## config.mk

```make
export PLATFORM = sky130hd
export DESIGN_NAME = ssidr_core
export DESIGN_NICKNAME = d
export VERILOG_FILES = /design/src/ssidr_pkg.sv /design/src/ssidr_chan_if.sv /design/src/ssidr_core.sv /design/src/ssidr_dma_chan.sv /design/src/ssidr_sel_decode.sv
export SDC_FILE = /design/constraint.sdc
export NUM_CORES = 1
export LEC_CHECK = 0
export CORE_MARGIN = 2
export CORE_UTILIZATION = 40
export DETAILED_ROUTE_END_ITERATION = 8
export DONT_BUFFER_PORTS = 1
export PLACE_DENSITY = 0.65
export SYNTH_ARGS = -nofsm -noshare
export SYNTH_HDL_FRONTEND = slang
export SYNTH_SLANG_ARGS = --single-unit
```

## constraint.sdc

```tcl
create_clock -name core_clk -period 2.4 [get_ports core_clk]
set_input_delay 0 -clock core_clk [delete_from_list [all_inputs] [get_ports core_clk]]
set_output_delay 0 -clock core_clk [all_outputs]
set_load 0.01 [all_outputs]
```

## src/ssidr_pkg.sv

```systemverilog
// Purpose: Shared constants for the serial unit status, mask and channel block
// Assumes: 32-bit Wishbone data, byte offsets on 4-byte boundaries
// Notes: Offsets, field positions and reset values live here only
package ssidr_pkg;
  localparam int ADDR_W = 8;
  localparam int DATA_W = 32;
  localparam int PTR_W = 32;
  localparam int CNT_W = 16;
  localparam int FLAG_W = 6;
  localparam int CODE_W = 4;
  localparam int WORD_W = 16;

  // Register offsets
  localparam logic [7:0] OFF_CTRL = 8'h00;
  localparam logic [7:0] OFF_MODE = 8'h04;
  localparam logic [7:0] OFF_RXWORD = 8'h08;
  localparam logic [7:0] OFF_TXWORD = 8'h0C;
  localparam logic [7:0] OFF_STATUS = 8'h10;
  localparam logic [7:0] OFF_IRQEN = 8'h14;
  localparam logic [7:0] OFF_IRQDIS = 8'h18;
  localparam logic [7:0] OFF_IRQMASK = 8'h1C;
  localparam logic [7:0] OFF_RXADDR = 8'h20;
  localparam logic [7:0] OFF_RXCOUNT = 8'h24;
  localparam logic [7:0] OFF_TXADDR = 8'h28;
  localparam logic [7:0] OFF_TXCOUNT = 8'h2C;

  // Control register fields
  localparam int CTRL_ENABLE = 0;
  localparam int CTRL_DISABLE = 1;

  // Mode register fields
  localparam int MODE_MASTER = 0;
  localparam int MODE_VARSEL = 1;
  localparam int MODE_EXTDEC = 2;
  localparam int MODE_CODE_LSB = 16;

  // Transmit and receive word fields
  localparam int CODE_LSB = 16;

  // Status flag positions
  localparam int FLAG_RXFULL = 0;
  localparam int FLAG_TXEMPTY = 1;
  localparam int FLAG_MODEFAULT = 2;
  localparam int FLAG_OVERRUN = 3;
  localparam int FLAG_RXDONE = 4;
  localparam int FLAG_TXDONE = 5;
  localparam int STAT_ENABLED = 16;

  // Reset values
  localparam logic [31:0] RST_WORD = 32'h0000_0000;
  localparam logic [5:0] RST_MASK = 6'h00;
  localparam logic [3:0] RST_CODE = 4'h0;
  localparam logic [3:0] SEL_NONE = 4'hF;
  localparam logic [31:0] PTR_STEP = 32'h0000_0001;
endpackage

```

## src/ssidr_chan_if.sv

```systemverilog
// Purpose: Link between the register core and one transfer channel
// Assumes: Single clock domain
// Notes: ctrl side drives loads, trigger and ack; chan side drives state
`timescale 1ns/1ns
interface ssidr_chan_if;
  logic ptrWe;
  logic cntWe;
  logic [31:0] wrData;
  logic trigger;
  logic ack;
  logic [31:0] ptr;
  logic [15:0] cnt;
  logic req;
  logic done;
  modport ctrl (output ptrWe, cntWe, wrData, trigger, ack, input ptr, cnt, req, done);
  modport chan (input ptrWe, cntWe, wrData, trigger, ack, output ptr, cnt, req, done);
endinterface

```

## src/ssidr_core.sv

```systemverilog
// Purpose: Status flags, interrupt mask, data registers and two transfer channels
// Assumes: Classic Wishbone slave; serializer strobes on core_clk
// Notes: One ack per request, one cycle after the request is seen
//
// The placing of the registers and the Wishbone register port are this design's own decisions.
`timescale 1ns/1ns
//
// Contract
// Software writes transmit words right-aligned; unused upper bits ignored.
// Per-word select code used only with variable select in master mode.
// Without external decode, code gives one active-low select line; 1111 none.
// With external decode, select lines equal the code directly.
// Status bit 16 reads one while the unit is enabled.
// Receive-full sets on serializer load, clears on receive register read.
// Transmit-empty clears on transmit write, sets when serializer takes word.
// Transmit-empty is zero at reset and while disabled; enable sets it.
// Mode-fault flag sets on fault, clears on status register read.
// Overrun sets on second load without read, clears on status read.
// Receive buffer-done bit follows receive channel end of transfer.
// Transmit buffer-done bit follows transmit channel end of transfer.
// Writing ones to enable register enables those interrupts; zeros no effect.
// Writing ones to disable register disables those interrupts; zeros no effect.
// Mask register reads one for each enabled interrupt.
// Receive pointer holds receive buffer address, loaded by software first.
// Receive count zero stops; nonzero moves data while receive-full is active.
// Each transfer decrements count, increments pointer; zero ends and holds.
// Transmit channel moves data while transmit-empty and count is nonzero.
// Interrupt output high while any enabled flag is set.
// In master mode an active primary select input is a mode fault; the code flags only its high-to-low transition, and only while enabled.
module ssidr_core (
  input wire logic core_clk,
  input wire logic resetn,
  input wire logic [7:0] wbAdr,
  input wire logic [31:0] wbDatI,
  output logic [31:0] wbDatO,
  input wire logic wbWe,
  input wire logic [3:0] wbSel,
  input wire logic wbCyc,
  input wire logic wbStb,
  output logic wbAck,
  output logic [31:0] serTxWord,
  output logic serTxValid,
  input wire logic serTxTaken,
  input wire logic serRxValid,
  input wire logic [15:0] serRxData,
  output logic [3:0] selectLines,
  output logic selectOen,
  input wire logic primarySelectInN,
  output logic irq,
  output logic rxReq,
  output logic [31:0] rxAddr,
  output logic [31:0] rxWord,
  input wire logic rxAck,
  output logic txReq,
  output logic [31:0] txAddr,
  input wire logic txAck,
  input wire logic [31:0] txData
);
  logic enabled;
  logic masterMode;
  logic varSelect;
  logic extDecode;
  logic [3:0] fixedCode;
  logic [31:0] txWord;
  logic rxFull;
  logic txEmpty;
  logic modeFault;
  logic overrun;
  logic [5:0] irqMask;
  logic [5:0] flags;
  logic [31:0] statusWord;
  logic [31:0] byteMask;
  logic [31:0] rdMux;
  logic reqLive;
  logic wrStrobe;
  logic rdStrobe;
  logic enCmd;
  logic disCmd;
  logic txWrite;
  logic txTake;
  logic rxLoad;
  logic rxClear;
  logic srRead;
  logic faultEvent;
  logic psMeta;
  logic psSync;
  logic psPrev;
  logic [3:0] selCode;
  logic [3:0] next_selectLines;
  logic [31:0] maskedWr;

  ssidr_chan_if rxIf ();
  ssidr_chan_if txIf ();

  ////////////////////////////////////////////////////////////////////////////
  // Wishbone slave

  always_comb begin
    for (int i = 0; i < 4; i++) begin
      byteMask[8*i +: 8] = wbSel[i] ? 8'hFF : 8'h00;
    end
  end

  assign reqLive = wbCyc && wbStb;
  assign wrStrobe = reqLive && wbAck && wbWe;
  assign rdStrobe = reqLive && wbAck && !wbWe;
  assign maskedWr = wbDatI & byteMask;

  always_ff @(posedge core_clk) begin
    if (!resetn) begin
      wbAck <= 1'b0;
    end else begin
      wbAck <= reqLive && !wbAck;
    end
  end

  assign flags[ssidr_pkg::FLAG_RXFULL] = rxFull;
  assign flags[ssidr_pkg::FLAG_TXEMPTY] = txEmpty;
  assign flags[ssidr_pkg::FLAG_MODEFAULT] = modeFault;
  assign flags[ssidr_pkg::FLAG_OVERRUN] = overrun;
  assign flags[ssidr_pkg::FLAG_RXDONE] = rxIf.done;
  assign flags[ssidr_pkg::FLAG_TXDONE] = txIf.done;

  always_comb begin
    statusWord = 32'h0000_0000;
    statusWord[5:0] = flags;
    statusWord[ssidr_pkg::STAT_ENABLED] = enabled;
  end

  always_comb begin
    rdMux = 32'h0000_0000;
    case (wbAdr)
      ssidr_pkg::OFF_MODE: begin
        rdMux[ssidr_pkg::MODE_MASTER] = masterMode;
        rdMux[ssidr_pkg::MODE_VARSEL] = varSelect;
        rdMux[ssidr_pkg::MODE_EXTDEC] = extDecode;
        rdMux[ssidr_pkg::MODE_CODE_LSB +: 4] = fixedCode;
      end
      ssidr_pkg::OFF_RXWORD: rdMux = rxWord;
      ssidr_pkg::OFF_STATUS: rdMux = statusWord;
      ssidr_pkg::OFF_IRQMASK: rdMux[5:0] = irqMask;
      ssidr_pkg::OFF_RXADDR: rdMux = rxIf.ptr;
      ssidr_pkg::OFF_RXCOUNT: rdMux[15:0] = rxIf.cnt;
      ssidr_pkg::OFF_TXADDR: rdMux = txIf.ptr;
      ssidr_pkg::OFF_TXCOUNT: rdMux[15:0] = txIf.cnt;
      default: rdMux = 32'h0000_0000;
    endcase
  end

  always_ff @(posedge core_clk) begin
    if (!resetn) begin
      wbDatO <= 32'h0000_0000;
    end else if (reqLive && !wbAck) begin
      wbDatO <= rdMux;
    end
  end

  ////////////////////////////////////////////////////////////////////////////
  // Enable and mode

  assign enCmd = wrStrobe && (wbAdr == ssidr_pkg::OFF_CTRL) && maskedWr[ssidr_pkg::CTRL_ENABLE];
  assign disCmd = wrStrobe && (wbAdr == ssidr_pkg::OFF_CTRL) && maskedWr[ssidr_pkg::CTRL_DISABLE];

  always_ff @(posedge core_clk) begin
    if (!resetn) begin
      enabled <= 1'b0;
    end else if (disCmd) begin
      enabled <= 1'b0;
    end else if (enCmd) begin
      enabled <= 1'b1;
    end
  end

  always_ff @(posedge core_clk) begin
    if (!resetn) begin
      masterMode <= 1'b0;
      varSelect <= 1'b0;
      extDecode <= 1'b0;
      fixedCode <= ssidr_pkg::RST_CODE;
    end else if (wrStrobe && (wbAdr == ssidr_pkg::OFF_MODE)) begin
      if (wbSel[0]) begin
        masterMode <= wbDatI[ssidr_pkg::MODE_MASTER];
        varSelect <= wbDatI[ssidr_pkg::MODE_VARSEL];
        extDecode <= wbDatI[ssidr_pkg::MODE_EXTDEC];
      end
      if (wbSel[2]) begin
        fixedCode <= wbDatI[ssidr_pkg::MODE_CODE_LSB +: 4];
      end
    end
  end

  ////////////////////////////////////////////////////////////////////////////
  // Transmit word and transmit-empty flag

  assign txWrite = (wrStrobe && (wbAdr == ssidr_pkg::OFF_TXWORD)) || (txAck && txIf.req);
  assign serTxValid = enabled && !txEmpty;
  assign txTake = serTxTaken && serTxValid;
  assign serTxWord = txWord;

  always_ff @(posedge core_clk) begin
    if (!resetn) begin
      txWord <= ssidr_pkg::RST_WORD;
    end else if (txAck && txIf.req) begin
      txWord <= txData;
    end else if (wrStrobe && (wbAdr == ssidr_pkg::OFF_TXWORD)) begin
      txWord <= maskedWr | (txWord & ~byteMask);
    end
  end

  always_ff @(posedge core_clk) begin
    if (!resetn) begin
      txEmpty <= 1'b0;
    end else if (disCmd || (!enabled && !enCmd)) begin
      txEmpty <= 1'b0;
    end else if (enCmd && !enabled) begin
      txEmpty <= 1'b1;
    end else if (txWrite) begin
      txEmpty <= 1'b0;
    end else if (txTake) begin
      txEmpty <= 1'b1;
    end
  end

  ////////////////////////////////////////////////////////////////////////////
  // Receive word, receive-full and overrun

  assign rxLoad = serRxValid && enabled;
  assign rxClear = (rdStrobe && (wbAdr == ssidr_pkg::OFF_RXWORD)) || (rxAck && rxIf.req);
  assign srRead = rdStrobe && (wbAdr == ssidr_pkg::OFF_STATUS);

  always_ff @(posedge core_clk) begin
    if (!resetn) begin
      rxWord <= ssidr_pkg::RST_WORD;
    end else if (rxLoad) begin
      rxWord <= {12'h000, (masterMode ? selectLines : 4'h0), serRxData};
    end
  end

  always_ff @(posedge core_clk) begin
    if (!resetn) begin
      rxFull <= 1'b0;
    end else if (rxLoad) begin
      rxFull <= 1'b1;
    end else if (rxClear) begin
      rxFull <= 1'b0;
    end
  end

  always_ff @(posedge core_clk) begin
    if (!resetn) begin
      overrun <= 1'b0;
    end else if (rxLoad && rxFull && !rxClear) begin
      overrun <= 1'b1;
    end else if (srRead) begin
      overrun <= 1'b0;
    end
  end

  ////////////////////////////////////////////////////////////////////////////
  // Mode fault from primary select pin

  always_ff @(posedge core_clk) begin
    if (!resetn) begin
      psMeta <= 1'b1;
      psSync <= 1'b1;
      psPrev <= 1'b1;
    end else begin
      psMeta <= primarySelectInN;
      psSync <= psMeta;
      psPrev <= psSync;
    end
  end

  assign faultEvent = enabled && masterMode && psPrev && !psSync;

  always_ff @(posedge core_clk) begin
    if (!resetn) begin
      modeFault <= 1'b0;
    end else if (faultEvent) begin
      modeFault <= 1'b1;
    end else if (srRead) begin
      modeFault <= 1'b0;
    end
  end

  ////////////////////////////////////////////////////////////////////////////
  // Interrupt mask and output

  always_ff @(posedge core_clk) begin
    if (!resetn) begin
      irqMask <= ssidr_pkg::RST_MASK;
    end else if (wrStrobe && (wbAdr == ssidr_pkg::OFF_IRQEN)) begin
      irqMask <= irqMask | maskedWr[5:0];
    end else if (wrStrobe && (wbAdr == ssidr_pkg::OFF_IRQDIS)) begin
      irqMask <= irqMask & ~maskedWr[5:0];
    end
  end

  always_ff @(posedge core_clk) begin
    if (!resetn) begin
      irq <= 1'b0;
    end else begin
      irq <= |(flags & irqMask);
    end
  end

  ////////////////////////////////////////////////////////////////////////////
  // Select lines

  assign selCode = (masterMode && varSelect) ? txWord[ssidr_pkg::CODE_LSB +: 4] : fixedCode;

  ssidr_sel_decode u_decode (
    .code(selCode),
    .extDecode(extDecode),
    .lines(next_selectLines)
  );

  always_ff @(posedge core_clk) begin
    if (!resetn) begin
      selectLines <= ssidr_pkg::SEL_NONE;
      selectOen <= 1'b1;
    end else begin
      selectLines <= next_selectLines; // see R3
      selectOen <= !(enabled && masterMode);
    end
  end

  ////////////////////////////////////////////////////////////////////////////
  // Transfer channels

  assign rxIf.ptrWe = wrStrobe && (wbAdr == ssidr_pkg::OFF_RXADDR);
  assign rxIf.cntWe = wrStrobe && (wbAdr == ssidr_pkg::OFF_RXCOUNT);
  assign rxIf.wrData = rxIf.cntWe ? (maskedWr | ({16'h0000, rxIf.cnt} & ~byteMask))
                                  : (maskedWr | (rxIf.ptr & ~byteMask));
  assign rxIf.trigger = rxFull;
  assign rxIf.ack = rxAck;
  assign txIf.ptrWe = wrStrobe && (wbAdr == ssidr_pkg::OFF_TXADDR);
  assign txIf.cntWe = wrStrobe && (wbAdr == ssidr_pkg::OFF_TXCOUNT);
  assign txIf.wrData = txIf.cntWe ? (maskedWr | ({16'h0000, txIf.cnt} & ~byteMask))
                                  : (maskedWr | (txIf.ptr & ~byteMask));
  assign txIf.trigger = txEmpty;
  assign txIf.ack = txAck;

  ssidr_dma_chan u_rxChan (
    .core_clk(core_clk),
    .resetn(resetn),
    .ch(rxIf)
  );

  ssidr_dma_chan u_txChan (
    .core_clk(core_clk),
    .resetn(resetn),
    .ch(txIf)
  );

  assign rxReq = rxIf.req;
  assign rxAddr = rxIf.ptr;
  assign txReq = txIf.req;
  assign txAddr = txIf.ptr;
endmodule

```

## src/ssidr_dma_chan.sv

```systemverilog
// Purpose: One transfer channel with buffer pointer and buffer counter
// Assumes: ack is honoured only while req is high
// Notes: Bus load wins over a same-cycle transfer
`timescale 1ns/1ns
module ssidr_dma_chan #(
  parameter logic [31:0] STEP = ssidr_pkg::PTR_STEP
) (
  input wire logic core_clk,
  input wire logic resetn,
  ssidr_chan_if.chan ch
);
  logic xfer;

  // Request while triggered and counter nonzero
  assign ch.req = ch.trigger && (ch.cnt != 16'h0000); // see R17
  assign ch.done = (ch.cnt == 16'h0000);
  assign xfer = ch.ack && ch.req;

  always_ff @(posedge core_clk) begin
    if (!resetn) begin
      ch.ptr <= ssidr_pkg::RST_WORD;
    end else if (ch.ptrWe) begin
      ch.ptr <= ch.wrData;
    end else if (xfer) begin
      ch.ptr <= ch.ptr + STEP;
    end
  end

  always_ff @(posedge core_clk) begin
    if (!resetn) begin
      ch.cnt <= 16'h0000;
    end else if (ch.cntWe) begin
      ch.cnt <= ch.wrData[15:0];
    end else if (xfer) begin
      ch.cnt <= ch.cnt - 16'h0001;
    end
  end
endmodule

```

## src/ssidr_sel_decode.sv

```systemverilog
// Purpose: Turns a peripheral select code into four active-low select lines, or passes the code straight out with external decode
// Assumes: Pure combinational
// Notes: Code 1111 without external decode selects nothing
`timescale 1ns/1ns
module ssidr_sel_decode (
  input wire logic [3:0] code,
  input wire logic extDecode,
  output logic [3:0] lines
);
  always_comb begin
    lines = ssidr_pkg::SEL_NONE;
    if (extDecode) begin
      lines = code;
    end else if (!code[0]) begin
      lines = 4'hE;
    end else if (!code[1]) begin
      lines = 4'hD;
    end else if (!code[2]) begin
      lines = 4'hB;
    end else if (!code[3]) begin
      lines = 4'h7;
    end else begin
      lines = ssidr_pkg::SEL_NONE;
    end
  end
endmodule
```

## Yosys cells after proc, flatten, opt, wreduce, memory -nomap -nowiden

Cells that the tools add are included.

- $add $sub $neg: 4
- Equal/unequal tests: 11
- Muxes and demuxes: 38
- Bitwise operators: 17
- Reductions and logical operators: 64

Operators with widths:

| kind | number |
|---|---|
| $mux 32 | 8 |
| $or 32x32->32 | 5 |
| $and 32x32->32 | 4 |
| $add 32x1->32 const B | 2 |
| $and 16x32->32 | 2 |
| $mux 16 | 4 |
| $pmux 10 s5 | 1 |
| $logic_and 1x1->1 | 33 |
| $eq 8x5->1 const B | 4 |
| $eq 8x6->1 const B | 4 |
| $logic_not 16->1 | 2 |
| $mux 8 | 4 |
| $not 32->32 | 1 |
| $reduce_bool 16->1 | 2 |
| $sub 16x1->16 const B | 2 |
| $mux 4 | 7 |
| $pmux 12 s2 | 1 |
| $pmux 3 s8 | 1 |
| $pmux 3 s7 | 1 |
| $pmux 4 s5 | 1 |
| $reduce_bool 2->1 | 9 |
| $eq 8x4->1 const B | 2 |
| $and 6x6->6 | 2 |
| $mux 6 | 2 |
| other kinds (12) | 30 |

- Register bits after elaboration: 208
- Output and inout port bits: 170
- Word-level logic and storage cells: 158

## Longest topological paths before layout

Gate-level depths: netlist of the first run.

- Depth after elaboration: 9
- Gate-level depth with buffers: 10

## Modules after synthesis

A second synthesis of the first run with hierarchy kept.

- Cell total of the unflattened synthesis: 1,530
- Area total of the unflattened synthesis: 12,218.0 um2

By module, submodules not included:

| module | instances | cells each | area each (um2) | sequential area each (um2) |
|---|---|---|---|---|
| ssidr_core | 1 | 844 | 6,746.5 | 2,242.2 |
| ssidr_dma_chan (u_rxChan) | 1 | 349 | 2,747.6 | 960.9 |
| ssidr_dma_chan (u_txChan) | 1 | 331 | 2,685.1 | 960.9 |
| ssidr_sel_decode | 1 | 6 | 38.8 | 0.0 |

## Worst setup path after synthesis of the first run

Ideal clock, no wire load.

- Path kind: reg-to-reg
- Start: register u_txChan.ch.cnt[0]
- End: register u_txChan.ch.cnt[15]
- Library setup time: 0.136 ns
- Data arrival time: 2.115 ns
- Data required time: 2.264 ns
- Setup slack: 0.150 ns
- Cell stages (with the launch flop): 11
- Buffers on the path: 2
- Period minus slack after synthesis: 2.250 ns
- Path through: dfxtp_1 > inv_1 > ha_1 > nor3b_1 > and4_1 > buf_2 > nor2_2 > nand3_1 > buf_2 > o311ai_0 > a31oi_1

- Word-level cells in the longest chain between the ends: 4
- Elaborated cells between the ends (all ways): 7
- Classes of those cells: add/sub (1); mux (2); reduce/logical (4)

Ends and longest elaborated chain:

| element | RTL line | RTL |
|---|---|---|
| start, declared | ssidr_chan_if.sv:16 | `modport chan (input ptrWe, cntWe, wrData, trigger, ack, output ptr, cnt, req, done);` |
| start signal, assigned | ssidr_dma_chan.sv:33 | `ch.cnt <= ch.wrData[15:0];` |
| start signal, assigned | ssidr_dma_chan.sv:35 | `ch.cnt <= ch.cnt - 16'h0001;` |
| parallel branches: the longest is 4 deep, another holds $sub 16x1->16 | n/a |  |

Parallel ways; which one is timed is not known. The select of a mux whose other input is x is not followed.
A chain may end at the register's enable or synchronous reset.

## Worst setup path in the final report of the first run

Same ends and word-level chain as after synthesis.

==> metrics.yaml, run 1 <==
critPathBufInv: 2
max_cap_violations: 0
ys_async_sr_fraction_pct: 0
seq_area_frac_synth_pct: 36.4
grt_remaining_overflow: 0
antenna_left: 0
slew_violations: 0
synth_top_area_share_pct: 36.4
vias_per_cell: 6.42
grt_pass1_wl_um: 75600
endpoint_kind: "flip-flop"
synth_cells: 1461
cts_made_buffers: 26
yosysWarnings: 0
die_w_um: 173
period_needed_ps: 2300
report.final.hold_viol_count: 0
crit_arrival_ps: 2760
grt_pass1_vias: 12200
synth_edf_count: 0
gp_congestion: 0.993
p_leak_nw: 5.09
routed_wl_um: 50500
portBuffers: 0
clock_latency_ps: 550
nNetsFinal: 1730
crit_required_ps: 2860
hpwl_um: 35800
ys_seq_elements: 208
finalNonFillerCells: 2021
syn_avg_cell_area_um2: 7.83
drive_above_1_share_pct: 13.0
htree_num_levels: 1
synth_top_cell_by_area: "dfxtp_1"
fin_crit_sh_pct: 95.7
powerDensity_nw_per_um2: 556
grt_start_max_net_pins: 89
rows: 61
dp_cells: 1860
io_pins: 272
ys.flop_type: "dfxtp_1"
tightest_slew_ps: 814
antenna_found_initial: 2
path_max_fanout: 12
worstSetupPathType: "flip-flop to flip-flop"
ir_worst_vdd_mv: 0.531
cts_sinks: 208
worstSetupStartpointType: "flip-flop"
setup_viol: 0
cts_root_buf: "clkbuf_16"
cts_setup_buffers: 0
fin_ws_ps: 103
syn_to_final_growth_pct: 27.5
status: "complete, no violations"
core_um2: 28000
max_freq_ghz: 0.435
fillerInstances: 2685
cts_max_path_buffers: 3
drtPass1Iterations: 7
timing.critical_path.max_delay_family: "simple AND/OR/NAND/NOR gates"
drt_iter0_drc: 1514
drc: 0
die_h_um: 173
hp-class: "input port to flip-flop"
track_usage_pct: 32.1
dieArea_um2: 30000
yosysUniqueCellTypes: 77
cp_slowest_stage_delay_ps: 480
cts_tree: "built"
relSlewSlack_pct: 45.6
dp_slack_ps: -80.1
fin_worst_skew_ps: 14.4
cp_cell_sequence: "inv_1, ha_1, nor3b_1, and4_1, buf_4, nor2_2, nand3_2, or4_1, a31oi_1"
multi_input_area_um2: 6810
syn-cell-area_um2: 11400
cp_slowest_cell: "or4_1"
dr_total_vias: 13000
wl_per_cell_um: 25.0
seqCellArea_um2: 4160
start_util_pct: 40.8
yosys-top-cells-area: "dfxtp_1 (36%), nand2_1 (5.3%), a21oi_1 (4.8%)"
path_clk_slew_ps: 60
[cell usage in the layout, fill, tap and decap left out, types with 11 or more instances in the layout]
cell type and n:
a211oi_1 42, a21oi_1 110, a221oi_1 29, a22oi_1 31
a311oi_1 38, a31oi_1 16, and2_1 38, and3_1 22
and4_1 12, buf_4 125, clkbuf_16 27, conb_1 12
dfxtp_1 208, dlygate4sd3_1 110, inv_1 14, mux2i_1 15
nand2_1 161, nand2b_1 11, nand3_1 88, nand4_1 22
nor2_1 137, nor3_1 48, nor4_1 12, o21ai_0 71
o32ai_1 19, xnor2_1 25, xor2_1 18
[what timing repair did]
item                                    4_1_cts  5_1_grt
resized for setup                             2       13
pin swaps                                     0        2
hold buffers                                113        0
endpoints found under the hold margin       191        0
endpoints found under the setup margin        5       25
[final timing paths]
path | startpoint | to | slack [ps] | cells after the start
worst max-delay path | u_txChan.ch.cnt[0] | u_txChan.ch.cnt[15] | 100 | 9
worst min-delay path | wbAdr[1] | wbDatO[4] | 20 | 5
worst max register to register | u_txChan.ch.cnt[0] | u_txChan.ch.cnt[15] | 100 | 9
worst min register to register | psSync | psPrev | 450 | 1
[power by group]
group	total, mW	internal [mW]	switching (mW)
clock	4.05	2.37	1.68
sequential	3.52	3.48	0.0347
combinational	0.542	0.214	0.327
total	8.11	6.07	2.04
[through the flow]
| stage | utilization (%) | power [mW] | hold WS [ps] | cell area, um2 | TNS [ps] |
|---|---|---|---|---|---|
| 2_1_floorplan | - | 3.83 | 96.6 | 11500 | 0 |
| 3_3_place_gp | 44.5 | 3.85 | 97.1 | 12500 | -14.1 |
| 3_5_place_dp | 44.5 | 3.85 | 98.7 | 12500 | -237 |
| 4_1_cts | 51.9 | 8.12 | 5.03 | 14500 | 0 |
| 5_1_grt | 52.1 | 8.30 | 46.3 | 14600 | -63.1 |
| 6_report | 52.1 | 8.11 | 18.6 | 14600 | 0 |
[synth_stat cells, types with 5 or more instances]
library cell  instances
nor2b_1              10
nor2_1              138
o21ai_0              71
o311ai_0              8
nor4_1               14
nand2b_1             11
o21a_1                8
a22oi_1              31
buf_1                13
xnor2_1              25
a2bb2oi_1             7
nand2_1             163
a211oi_1             42
nor3_1               49
clkbuf_1             74
and3_1               23
mux2i_1              15
o22ai_1               8
or3_1                11
a31oi_1              16
buf_2                18
a21oi_1             110
inv_1                14
a32oi_1               5
buf_4                13
nand3_1              89
dfxtp_1             208
ha_1                  5
xor2_1               18
nand4_1              22
a221oi_1             29
and2_1               39
and4_1               13
a311oi_1             38
o32ai_1              19
[cell type report]
class	instances	share of cell area, %
clock inverters	13	0.944
well taps	378	3.24
repair buffers	243	15.1
clock buffers	34	5.02
diodes	1	0.0172
flip-flops and latches	208	28.6
inverters	15	0.403
multi-input cells	1129	46.7
[cells by family after synthesis]
group,count (synthesis),share of synthesized area (%)
AO/OA/AOI/OAI,428,25.4
AND/OR/NAND/NOR,620,27.2
other,1,0.0328
multiplexers,21,2.00
adder cells (fa/ha/maj),5,0.547
flip-flops,208,36.4
buffers and inverters,135,5.18
XOR/XNOR,43,3.29
[worst reg2reg max path: cells and delay by family (launching register included)]
family | cells | cell delay [ps]
adder cells (fa/ha/maj) | 1 | 200
AND/OR/NAND/NOR | 5 | 1280
flip-flops | 1 | 330
AO/OA/AOI/OAI | 1 | 160
buffers and inverters | 2 | 230
[routing by layer]
metal,global-route usage [%],vias to the layer above,routed length (um)
li1,-,5788,-
met1,39.5,6201,19500
met2,52.4,810,23300
met3,7.83,176,4920
met4,15.8,0,2790
met5,0,-,0
No activity file was read; power rests on OpenSTA's default activity.
==> run 2, diff against run 1 <==
--- a/config.mk
+++ b/config.mk
@@ -7,9 +7,11 @@
 export LEC_CHECK = 0
 export CORE_MARGIN = 2
 export CORE_UTILIZATION = 40
+export CTS_BUF_LIST = sky130_fd_sc_hd__clkbuf_16
 export DETAILED_ROUTE_END_ITERATION = 8
 export DONT_BUFFER_PORTS = 1
 export PLACE_DENSITY = 0.65
+export SLEW_MARGIN = 20
 export SYNTH_ARGS = -nofsm -noshare
 export SYNTH_HDL_FRONTEND = slang
 export SYNTH_SLANG_ARGS = --single-unit
==> run 2 against run 1 <==
Effect of this change:
- final cell count rose by 0.40%
- die area did not move
- setup slack got worse by 35 ps
- largest power group unchanged
- largest cell class unchanged
==> metrics.yaml, run 2 (synthesized netlist as in run 1, its figures left out) <==
timing.critical_path.max_delay_family: "simple AND/OR/NAND/NOR gates"  # unchanged
power_frac_seq_pct: 44.1  # was 43.4%
die_w_um: 173  # unchanged
cts_max_path_buffers: 3  # unchanged
grt_remaining_overflow: 0  # unchanged
drtPass1Iterations: 8  # was 7
cp_slowest_cell: "dfxtp_1"  # was or4_1
core_um2: 28000  # unchanged
crit_arrival_ps: 2810  # was 2760 ps
grt_pass1_wl_um: 75700  # was 75,600 um
p_switching_mw: 2.03  # was 2.04 mW
path_max_fanout: 5  # was 12
status: "complete, no violations"  # unchanged
clock_latency_ps: 550  # about the same
finalNonFillerCells: 2029  # was 2,021
syn_to_final_growth_pct: 27.7  # was 27.5%
fin_area_um2: 14600  # about the same
p_leak_nw: 5.12  # was 5.09 nW
final_cell_mix: "dfxtp_1 (208), nand2_1 (161), nor2_1 (136)"  # was dfxtp_1 (208), nand2_1 (161), nor2_1 (137)
cts_tree: "built"  # unchanged
track_usage_pct: 32.1  # about the same
antenna_found_initial: 2  # unchanged
tightest_slew_ps: 839  # was 814 ps
dp_cells: 1860  # unchanged
fillerInstances: 2692  # was 2,685
antenna_left: 0  # unchanged
slew_violations: 0  # unchanged
clkPwrFrac_pct: 49.1  # was 49.9%
dp_slack_ps: -80.1  # unchanged
hpwl_um: 35800  # unchanged
portBuffers: 0  # unchanged
cts_sinks: 208  # unchanged
drive_above_1_share_pct: 13.1  # was 13.0%
dpl_cell_area_um2: 12500  # unchanged
io_pins: 272  # unchanged
report.final.hold_viol_count: 0  # unchanged
fin_worst_skew_ps: 14.6  # was 14.4 ps
swShare_pct: 25.4  # was 25.2%
nNetsFinal: 1737  # was 1,730
htree_num_levels: 1  # unchanged
drt_iter0_drc: 1562  # was 1,514
period_needed_ps: 2330  # was 2300 ps
worstSetupPathType: "flip-flop to flip-flop"  # unchanged
start_util_pct: 40.8  # unchanged
path_clk_slew_ps: 60  # about the same
wl_per_cell_um: 24.9  # was 25.0 um
rows: 61  # unchanged
hp-class: "input port to flip-flop"  # unchanged
dieArea_um2: 30000  # unchanged
max_cap_violations: 0  # unchanged
grt_pass1_vias: 12200  # about the same
gp_congestion: 0.993  # unchanged
cts_root_buf: "clkbuf_16"  # unchanged
dr_total_vias: 13000  # about the same
setup_viol: 0  # unchanged
fin_crit_sh_pct: 97.2  # was 95.7%
critPathBufInv: 0  # was 2
die_h_um: 173  # unchanged
cp_cell_sequence: "nand3_1, nor3_1, nand4_1, or4_1, a21oi_1, o21a_1"  # was inv_1, ha_1, nor3b_1, and4_1, buf_4, nor2_2, nand3_2, or4_1, a31oi_1
p_comb_share_pct: 6.8  # was 6.7%
fin_ws_ps: 68.3  # was 103 ps
layout_commonest_cell: "dfxtp_1"  # unchanged
grt_start_max_net_pins: 89  # unchanged
crit_required_ps: 2880  # was 2860 ps
routed_wl_um: 50500  # about the same
ir_worst_vdd_mv: 0.531  # about the same
drc: 0  # unchanged
cts_made_buffers: 26  # unchanged
worstSetupStartpointType: "flip-flop"  # unchanged
r2r_slack_ps: 70  # was 100 ps
fin_util_pct: 52.2  # was 52.1%
total_power_mw: 7.98  # was 8.11 mW
endpoint_kind: "flip-flop"  # unchanged
intPower_mw: 5.95  # was 6.07 mW
relSlewSlack_pct: 43.9  # was 45.6%
cp_slowest_stage_delay_ps: 510  # was 480 ps
powerDensity_nw_per_um2: 546  # was 556 nW/um2
max_freq_ghz: 0.429  # was 0.435 GHz
vias_per_cell: 6.41  # was 6.42
run 2: worst paths after layout:
check	start	to	depth (start not counted)
min	wbAdr[1]	wbDatO[4]	5
min reg2reg	psSync	psPrev	1
max	flip-flop	flip-flop	6
max reg2reg	flip-flop	flip-flop	6
run 2: layout make-up:
| class | count | area [um2] | share of cell area [%] |
|---|---|---|---|
| Clock inverter | 20 | 164 | 1.12 |
| Antenna cell | 2 | 5.00 | 0.0342 |
| Clock buffer | 27 | 676 | 4.62 |
| Tap cell | 378 | 473 | 3.24 |
| Multi-Input combinational cell | 1129 | 6810 | 46.6 |
| Sequential cell | 208 | 4160 | 28.5 |
| Inverter | 15 | 58.8 | 0.402 |
| Timing Repair Buffer | 250 | 2260 | 15.5 |
run 2: tightest hold or removal path, delay by kind of cell:
family / cells / cell delay, ps
AOI/OAI and AO/OA: 2 / 190
buffers and inverters: 1 / 170
and+or+nand+nor: 2 / 130
run 2: metal layers:
| layer | track usage [%] | wire, um |
|---|---|---|
| met1 | 39.4 | 19000 |
| met4 | 15.7 | 2820 |
| met5 | 0 | 0 |
| met3 | 7.98 | 5420 |
| met2 | 52.6 | 23300 |
run 2: metrics by stage:
step,TNS (ps),hold slack [ps]
3_5_place_dp,-237,98.7
6_report,0,15.5
5_1_grt,-62.6,46.3
4_1_cts,0,5.03
2_1_floorplan,0,96.6
3_3_place_gp,-14.1,97.1
run 2: timing repair:
| action | CTS | global route |
|---|---|---|
| hold endpoints to repair | 191 | 0 |
| gates resized for setup | 2 | 13 |
| hold buffers | 115 | 0 |
| setup buffers | 0 | 5 |
| endpoints found under the setup margin | 5 | 26 |
| pin swaps | 0 | 4 |
run 2: power by group through the flow:
stage | Combinational, mW | Clock (mW) | Sequential [mW]
finish | 0.542 | 3.92 | 3.52
global placement | 0.255 | 0 | 3.59
CTS | 0.526 | 3.96 | 3.52
detailed placement | 0.258 | 0 | 3.59
floorplan | 0.244 | 0 | 3.59
global route | 0.572 | 4.09 | 3.52
